--- src/design/pss_regs.svh ---
// Register indexes, field positions and reset values for the status bank.
`ifndef PSS_REGS_SVH
`define PSS_REGS_SVH
// Register indexes; the byte address is four times the index.
`define PSS_IDX_STATUS 6'h11
`define PSS_IDX_ENABLE 6'h12
`define PSS_IDX_EVENT 6'h13
`define PSS_IDX_CONFIG 6'h14
// Status summary field positions.
`define PSS_STS_RATE_HI 15
`define PSS_STS_RATE_LO 14
`define PSS_STS_DUPLEX 13
`define PSS_STS_PAGE 12
`define PSS_STS_RESOLVED 11
`define PSS_STS_LINK 10
`define PSS_STS_X34 9
`define PSS_STS_X12 8
`define PSS_STS_GIGMASK 7
`define PSS_STS_DORMANT 6
`define PSS_STS_POL_HI 5
`define PSS_STS_POL_LO 2
`define PSS_STS_POL10 1
`define PSS_STS_JABBER 0
// Reset images of the registers.
`define PSS_STS_RESET 16'h0002
`define PSS_EN_RESET 16'h0000
`define PSS_EVT_RESET 16'h0000
// Writable bits of the enable register; bits 9 and 7 are reserved.
`define PSS_EN_WMASK 16'hfd7f
// Interrupt polarity bit of the configuration register; one means low.
`define PSS_CFG_POL 13
`define PSS_CFG_POL_RESET 1'h1
// Bus answer codes.
`define PSS_RESP_OKAY 2'h0
`define PSS_RESP_SLVERR 2'h2
`endif

--- src/design/pss_pkg.sv ---
// Types shared by the status and interrupt-enable register bank.
package pss_pkg;
  // Live status fed in by the link and negotiation engines.
  typedef struct packed {
    logic [1:0] resolved_rate;
    logic full_duplex;
    logic neg_resolved;
    logic link_up;
    logic crossover_pairs_34;
    logic crossover_pairs_12;
    logic gigabit_mask_active;
    logic dormant;
    logic [3:0] channel_polarity_reversed;
    logic pol10_correct;
    logic jabber;
  } pss_live_t;

  // Whole state of the bank, registered as one word.
  typedef struct packed {
    logic awready;
    logic wready;
    logic arready;
    logic aw_held;
    logic [7:0] aw_addr;
    logic w_held;
    logic [31:0] w_data;
    logic [3:0] w_strb;
    logic bvalid;
    logic [1:0] bresp;
    logic rvalid;
    logic [31:0] rdata;
    logic [1:0] rresp;
    logic [15:0] status;
    logic page;
    logic [15:0] enable;
    logic [15:0] events;
    logic irq_low;
    logic irq_pin;
  } pss_state_t;
endpackage

--- src/design/pss_bank.sv ---
// Status summary, event latch and interrupt-enable bank on AXI4-Lite.
// Overview of operation
// - Bits 15:14 report resolved speed code.
// - Bit 13 shows full duplex, resets zero.
// - Bit 12 latches page received, read clears.
// - Bit 11 set when negotiation done/off.
// - Bit 10 shows live link state.
// - Bit 9 shows crossover of pairs three/four.
// - Bit 8 shows crossover of pairs one/two.
// - Bit 7 shows gigabit masked by optimization.
// - Bit 6 shows sleep mode.
// - Bits 5:2 show reversed polarity D..A.
// - Bit 1 shows ten-meg polarity, resets one.
// - Bit 0 mirrors jabber, read never clears.
// - Interrupt only for enabled, occurring events.
// - Enable bits 15:10 read/write, reset zero.
// - Enable bits 8,6,5,4 read/write, reset zero.
// - Enable bits 3:0 read/write, reset zero.
// - Events except reserved bits 9 and 7 latch regardless of enable; read clears.
// - Config bit 13 selects pin polarity.
//
// Register access over AXI4-Lite is this design's own decision.
`timescale 1ns/100ps
`include "pss_regs.svh"

module pss_bank
  import pss_pkg::*;
#(
  parameter int ADDR_W = 8
)
(
  input wire logic clk_sys_i,
  input wire logic reset_n_i,
  input wire logic [ADDR_W-1:0] s_axi_awaddr_i,
  input wire logic s_axi_awvalid_i,
  output logic s_axi_awready_o,
  input wire logic [31:0] s_axi_wdata_i,
  input wire logic [3:0] s_axi_wstrb_i,
  input wire logic s_axi_wvalid_i,
  output logic s_axi_wready_o,
  output logic [1:0] s_axi_bresp_o,
  output logic s_axi_bvalid_o,
  input wire logic s_axi_bready_i,
  input wire logic [ADDR_W-1:0] s_axi_araddr_i,
  input wire logic s_axi_arvalid_i,
  output logic s_axi_arready_o,
  output logic [31:0] s_axi_rdata_o,
  output logic [1:0] s_axi_rresp_o,
  output logic s_axi_rvalid_o,
  input wire logic s_axi_rready_i,
  input wire pss_live_t live_i,
  input wire logic page_rx_i,
  input wire logic [15:0] event_pulse_i,
  output logic irq_o
);

  // Reset synchroniser stages; only the second stage is used by logic.
  logic rst_meta_n;
  logic rst_n;
  // Current and next state of the whole bank.
  pss_state_t st;
  pss_state_t next_st;
  // Index of the register addressed by the pending write and the read.
  logic [5:0] wr_idx;
  logic [5:0] rd_idx;
  // High while an address has a bit set above bit 7.
  logic wr_hi_bad;
  logic rd_hi_bad;
  // Byte mask expanded from the two low write strobes.
  logic [15:0] wr_mask;
  // Read data chosen for the accepted read address.
  logic [31:0] rd_word;
  logic rd_ok;
  // Enabled pending events.
  logic irq_active;

  // The release of reset is retimed so that all flops leave reset together.
  always_ff @(posedge clk_sys_i or negedge reset_n_i)
  begin
    if (!reset_n_i)
    begin
      rst_meta_n <= 1'b0;
      rst_n <= 1'b0;
    end
    else
    begin
      rst_meta_n <= 1'b1;
      rst_n <= rst_meta_n;
    end
  end

  // Address decode helpers; the two low address bits are ignored.
  assign wr_idx = st.aw_addr[7:2];
  assign rd_idx = s_axi_araddr_i[7:2];
  // Wider buses must not alias a stray high address onto a live register.
  assign wr_hi_bad = (ADDR_W > 8) ? (|(s_axi_awaddr_i >> 8)) : 1'b0;
  assign rd_hi_bad = (ADDR_W > 8) ? (|(s_axi_araddr_i >> 8)) : 1'b0;
  assign wr_mask = {{8{st.w_strb[1]}}, {8{st.w_strb[0]}}};
  assign irq_active = |(st.events & st.enable);

  // Read multiplexer; unmapped indexes answer zero with an error.
  always_comb
  begin
    rd_word = 32'h0000_0000;
    rd_ok = !rd_hi_bad;
    case (rd_idx)
      `PSS_IDX_STATUS:
      begin
        rd_word[15:0] = st.status;
        rd_word[`PSS_STS_PAGE] = st.page;
      end
      `PSS_IDX_ENABLE:
      begin
        rd_word[15:0] = st.enable;
      end
      `PSS_IDX_EVENT:
      begin
        rd_word[15:0] = st.events;
      end
      `PSS_IDX_CONFIG:
      begin
        rd_word[`PSS_CFG_POL] = st.irq_low;
      end
      default:
      begin
        rd_ok = 1'b0;
      end
    endcase
  end

  // Next-state logic for the bus slave, the latches and the pin.
  always_comb
  begin
    next_st = st;
    // Live status is retimed once so each read sees a stable word.
    next_st.status[`PSS_STS_RATE_HI:`PSS_STS_RATE_LO] =
      live_i.resolved_rate;
    next_st.status[`PSS_STS_DUPLEX] = live_i.full_duplex;
    next_st.status[`PSS_STS_PAGE] = 1'b0;
    next_st.status[`PSS_STS_RESOLVED] = live_i.neg_resolved;
    next_st.status[`PSS_STS_LINK] = live_i.link_up;
    next_st.status[`PSS_STS_X34] = live_i.crossover_pairs_34;
    next_st.status[`PSS_STS_X12] = live_i.crossover_pairs_12;
    next_st.status[`PSS_STS_GIGMASK] = live_i.gigabit_mask_active;
    next_st.status[`PSS_STS_DORMANT] = live_i.dormant;
    next_st.status[`PSS_STS_POL_HI:`PSS_STS_POL_LO] =
      live_i.channel_polarity_reversed;
    next_st.status[`PSS_STS_POL10] = live_i.pol10_correct;
    // Jabber is a copy only; reading here never clears the source.
    next_st.status[`PSS_STS_JABBER] = live_i.jabber;

    // Write address and data are captured independently, in any order.
    if (s_axi_awvalid_i && st.awready)
    begin
      next_st.aw_held = 1'b1;
      // An address beyond the map is parked on index zero, which errors.
      next_st.aw_addr = wr_hi_bad ? 8'h00 : s_axi_awaddr_i[7:0];
    end
    if (s_axi_wvalid_i && st.wready)
    begin
      next_st.w_held = 1'b1;
      next_st.w_data = s_axi_wdata_i;
      next_st.w_strb = s_axi_wstrb_i;
    end
    // A finished response frees the channel.
    if (st.bvalid && s_axi_bready_i)
    begin
      next_st.bvalid = 1'b0;
    end
    // Both halves present: perform the write and answer.
    if (st.aw_held && st.w_held && !st.bvalid)
    begin
      next_st.aw_held = 1'b0;
      next_st.w_held = 1'b0;
      next_st.bvalid = 1'b1;
      next_st.bresp = `PSS_RESP_OKAY;
      case (wr_idx)
        `PSS_IDX_ENABLE:
        begin
          // Reserved enable bits never take a write.
          next_st.enable = (st.enable & ~(wr_mask & `PSS_EN_WMASK)) |
            (st.w_data[15:0] & wr_mask & `PSS_EN_WMASK);
        end
        `PSS_IDX_CONFIG:
        begin
          if (st.w_strb[1])
          begin
            next_st.irq_low = st.w_data[`PSS_CFG_POL];
          end
        end
        `PSS_IDX_STATUS, `PSS_IDX_EVENT:
        begin
          // Read-only registers accept and drop the write.
          next_st.bresp = `PSS_RESP_OKAY;
        end
        default:
        begin
          // Unmapped or out-of-range writes are refused with an error.
          next_st.bresp = `PSS_RESP_SLVERR;
        end
      endcase
    end
    next_st.awready = !next_st.aw_held;
    next_st.wready = !next_st.w_held;

    // Page and event latches: a new set wins over a clearing read.
    next_st.page = st.page;
    next_st.events = st.events;
    // The read answer stands until the host takes it.
    if (st.rvalid && s_axi_rready_i)
    begin
      next_st.rvalid = 1'b0;
    end
    if (s_axi_arvalid_i && st.arready)
    begin
      next_st.rvalid = 1'b1;
      next_st.rdata = rd_word;
      next_st.rresp = rd_ok ? `PSS_RESP_OKAY : `PSS_RESP_SLVERR;
      if (rd_ok && rd_idx == `PSS_IDX_STATUS)
      begin
        next_st.page = 1'b0;
      end
      if (rd_ok && rd_idx == `PSS_IDX_EVENT)
      begin
        next_st.events = `PSS_EVT_RESET;
      end
    end
    next_st.page = next_st.page | page_rx_i;
    // Every event except reserved bits 9 and 7 latches whatever its enable says.
    next_st.events = next_st.events | (event_pulse_i & `PSS_EN_WMASK);
    next_st.arready = !next_st.rvalid;

    // The pin follows enabled pending events in the chosen polarity.
    next_st.irq_pin = irq_active ^ st.irq_low;
  end

  // State register; reset loads constants only.
  always_ff @(posedge clk_sys_i or negedge rst_n)
  begin
    if (!rst_n)
    begin
      st <= '0;
      st.status <= `PSS_STS_RESET;
      st.enable <= `PSS_EN_RESET;
      st.events <= `PSS_EVT_RESET;
      st.irq_low <= `PSS_CFG_POL_RESET;
      st.irq_pin <= `PSS_CFG_POL_RESET;
    end
    else
    begin
      st <= next_st;
    end
  end

  // Every output comes straight from the state register.
  assign s_axi_awready_o = st.awready;
  assign s_axi_wready_o = st.wready;
  assign s_axi_bvalid_o = st.bvalid;
  assign s_axi_bresp_o = st.bresp;
  assign s_axi_arready_o = st.arready;
  assign s_axi_rvalid_o = st.rvalid;
  assign s_axi_rdata_o = st.rdata;
  assign s_axi_rresp_o = st.rresp;
  assign irq_o = st.irq_pin;
endmodule // pss_bank

--- config.mk ---
export PLATFORM = sky130hd
export DESIGN_NAME = pss_bank
export DESIGN_NICKNAME = d
export VERILOG_FILES = /design/src/design/pss_pkg.sv /design/src/design/pss_bank.sv
export VERILOG_INCLUDE_DIRS = /design/src /design/src/design
export SDC_FILE = /design/constraint.sdc
export NUM_CORES = 1
export LEC_CHECK = 0
export ABC_AREA = 1
export BUFFER_PORTS_ARGS = -buffer_cell sky130_fd_sc_hd__buf_4
export CAP_MARGIN = 10
export CORE_UTILIZATION = 33
export DETAILED_ROUTE_END_ITERATION = 10
export GPL_ROUTABILITY_DRIVEN = 1
export PLACE_DENSITY = 0.67
export SYNTH_ARGS = -nofsm -noshare
export SYNTH_HDL_FRONTEND = slang
export SYNTH_SLANG_ARGS = --single-unit
--- constraint.sdc ---
create_clock -name clk_sys_i -period 3.6 [get_ports clk_sys_i]
set_input_delay 0.36 -clock clk_sys_i [delete_from_list [all_inputs] [get_ports clk_sys_i]]
set_output_delay 0.36 -clock clk_sys_i [all_outputs]
set_load 0.05 [all_outputs]
# == Word-level counts from Yosys, hierarchy flattened ==
# Cells that the tools add are included.
# W data, S select, Z words.
# classes
n_eq_ne,8
mux,18
n_bitwise,8
n_reduce_logical,19
# op_table
op,count
$and A16 B16 Y16,3
$eq A6 B5 Y1 const B,8
$pmux W13 S3,1
$mux W37,1
$mux W35,1
$mux W16,2
$or A16 B16 Y16,2
$not A16 Y16,1
$reduce_or A16 Y1,1
$logic_and A1 B1 Y1,9
$mux W9,1
$reduce_or A4 Y1,2
$mux W1,7
$pmux W2 S3,1
$logic_not A1 Y1,4
$mux W2,2
$pmux W1 S4,1
$mux W3,1
$reduce_and A3 Y1,1
$reduce_and A2 Y1,1
$reduce_bool A2 Y1,1
$or A1 B1 Y1,1
$xor A1 B1 Y1,1
# word_totals
ff_bits,123

# == Logic depth before layout (Yosys ltp) ==
# logic_depth
word_depth,7
depth_mapped,8

# == Worst setup path after synthesis ==
# Ideal clock, no wire load.
# synth_timing
path_kind,flip-flop to flip-flop
start,"register st, in the netlist s_axi_arready_o"
end,"register st, in the netlist s_axi_rdata_o[4]"
setup_time_ns,0.066
arrival_ns,1.475
required_ns,3.534
slack_ns,2.060
stages_incl_launch_ff,6
synth_period_minus_slack_ns,1.540
path_cell_list,dfrtp_1 nand2_1 inv_1 buf_2 o21ai_0 nand2_1
# synth_between
elab_chain_cells,1
# synth_rtl
item,line_no,source
start: declaration,pss_bank.sv:61,pss_state_t st;
start signal: assignment,pss_bank.sv:251,st <= next_st;
$logic_and A1 B1 Y1,pss_bank.sv:214,if (s_axi_arvalid_i && st.arready)
# Every way passes these cells.
# A chain may end at the register's enable or synchronous reset.

==> flow_summary.yaml <==
outcome:
  status: "finished clean"
global_routing:
  grt_pass1_wl_mm: 14.95
  grt_pass1_vias: 3044
  track_usage_pct: 14.81
  antenna_found_initial: 0
  use_met3_pct: 4.059
  globalRouteMet2Util_pct: 22.85
  busiest_layer: "met2"
  grt.overflow.total: 0
  gr-usage-met1_pct: 19.21
  grt_max_degree: 94
place:
  io_buffers: 88
  dp_hpwl_mm: 6.480
  globalplace.congestion: 0.8359
min_path:
  worstHoldStart: "live_i[11]"
  hp-class: "input pin to flop"
  holdPathEnd: "st[46]$_DFF_PN0_"
  whs_path_depth: 1
sta:
  tightest_slew_ns: 0.7398
  maxSlewHeadroom_pct: 50.63
  finalSetupViolCount: 0
  grt_setup_unrepaired: "false"
  final-hold-violation-count: 0
  tns_ns: 0
  fin_crit_sh_pct: 45.39
  slew_violations: 0
  fmax_mhz: 611.9
  post-route-min-period_ns: 1.634
  fin_skew_ns: 0.006483
final_layout:
  antenna_cells: 0
  final_common_cell: "nand2_1"
  area_growth_pct: 22.05
  multiInputGateArea_um2: 1376
  drive_above_1_share_pct: 24.91
  fin_nets: 624
  fin_util_pct: 42.08
  fill_cells: 1239
  regArea_um2: 2385
  layout_common_cells: "nand2_1, dfrtp_1, buf_4"
clocking:
  cts_max_level: 3
  cts_buffers: 9
  cts_tree: "yes"
  cts-resized-gates: 0
  cts_buffer_depth: 2
  clk_latency_ns: 0.34
  clock-sinks: 95
  clk_pin_slew_worst_paths_ns: 0.07
  clk_root_buffer_cell: "clkbuf_16"
power:
  leakage_nw: 2.746
  power_density_nw_per_um2: 616.2
  ir_drop_uv: 481.9
worst_setup_path:
  cp_max_fo: 11
  cp.required_ns: 3.82
  rrSetupSlack_ns: 1.97
  cp.arrival_ns: 1.85
  rr_startpoint: "s_axi_bvalid_o$_DFFE_PN0P_"
  critPathLaunchType: "flop"
  reg2reg_depth: 6
  critPathCaptureType: "flop"
  critical_path_class: "flop to flop"
die:
  fp.dieW_um: 115.2
  initial_core_util_pct: 34.48
  ios: 133
  fp.dieH_um: 115.2
  die_area_um2: 13270
  rows: 40
  core-area_um2: 12260
logic_synthesis:
  synth_warnings: 0
  ys_types: 26
  avgSynthCellArea_um2: 9.131
  yosys-top-cells-area: "dfrtp_1, nand2_1, buf_4"
  yosysTopAreaCell: "dfrtp_1"
  netlist_instances: 463
  synth_top_area_share_pct: 54.45
  netlist_area_um2: 4228
  seq_area_frac_synth_pct: 56.32
  synth-seq-cells: 95
detailed_routing:
  ant_nets: 0
  avgViaCountPerCell: 4.384
  drtIter0Drc: 135
  drc: 0
  drt-total-wl_mm: 8.862
  via_count: 3095
  dr.pass1.iters: 4
  wl_per_cell_um: 12.55
flow_run:
  maxCapViolCount: 0
final cells by class:
cell class | instances | share of cell area, %
multi-input combinational | 288 | 26.67
clock inverter | 6 | 1.164
inverter | 47 | 3.419
sequential | 95 | 46.22
clock buffer | 10 | 4.631
tap | 168 | 4.074
timing repair buffer | 92 | 13.82
layer usage:
| metal | up-vias | share of wire, % |
|---|---|---|
| li1 | 1555 | - |
| met1 | 1428 | 47 |
| met2 | 97 | 45 |
| met3 | 15 | 5.7 |
| met4 | 0 | 2.4 |
| met5 | - | 0 |
metrics by stage:
stage / power, mW / hold WS, ns / worst slack [ns] / cell area (um^2) / cells
4_1_cts: 3.218 / 0.1054 / 1.951 / 5132 / 705
3_5_place_dp: 2.247 / 0.1437 / 1.845 / 4823 / 688
6_report: 3.180 / 0.1184 / 1.966 / 5160 / 706
5_1_grt: 3.374 / 0.1100 / 1.822 / 5160 / 706
2_1_floorplan: 2.027 / 0.06441 / 0.7631 / 4292 / 480
3_3_place_gp: 2.220 / 0.1424 / 1.877 / 4823 / 688
cells in the mapped netlist:
| master | instances |
|---|---|
| nand2_1 | 131 |
| dfrtp_1 | 92 |
| inv_1 | 46 |
| buf_4 | 42 |
| nand3_1 | 41 |
| o21ai_0 | 27 |
| nor2_1 | 15 |
| o21bai_1 | 14 |
| nand4_1 | 11 |
| o21ai_2 | 11 |
| nor2_2 | 5 |
| buf_2 | 4 |
| clkbuf_1 | 3 |
| dfstp_2 | 3 |
| o21ai_1 | 3 |
| a21oi_1 | 2 |
| conb_1 | 2 |
| nand2_2 | 2 |
| nand3_2 | 2 |
| a21o_1 | 1 |
| buf_6 | 1 |
| clkinv_1 | 1 |
| nand3_4 | 1 |
| nor2_4 | 1 |
| nor3_1 | 1 |
| nor3_4 | 1 |
how the worst max path moves through the flow:
stage	cells after the start	endpoint	slack [ns]	start
2_1_floorplan	0	async pin	0.76	rst_n$_DFF_PN0_
3_3_place_gp	6	st[13]$_DFF_PN0_	1.88	s_axi_araddr_i[7]
3_5_place_dp	6	st[14]$_DFF_PN0_	1.85	s_axi_araddr_i[7]
4_1_cts	6	flop	1.95	s_axi_bvalid_o$_DFFE_PN0P_
5_1_grt	6	flop	1.82	s_axi_bvalid_o$_DFFE_PN0P_
6_report	6	flop	1.97	s_axi_bvalid_o$_DFFE_PN0P_
worst max-delay path: stages, from the launching register on:
cell	delay, ns
dfrtp_1	0.39
inv_1	0.07
nand3_1	0.16
nor2_1	0.33
nand2_1	0.34
nand2_1	0.17
o21ai_2	0.06
power breakdown:
| part | internal (mW) | switching [mW] |
|---|---|---|
| Sequential | 1.30 | 0.136 |
| Combinational | 0.257 | 0.538 |
| Clock | 0.553 | 0.399 |
timing repair:
item                      4_1_cts  5_1_grt
hold buffers                    1        0
setup buffers                   0        0
hold endpoints to repair        2        0
logic make-up (layout without fill, tap and decap cells):
family,Yosys count,after routing,synth area share [%]
AOI/OAI and AO/OA,58,58,8.730
buffers and inverters,97,155,12.64
DFF,95,95,56.32
other,2,19,0.1776
and+or+nand+nor,211,211,22.14
Note: power is estimated with default switching activity, not from simulation.
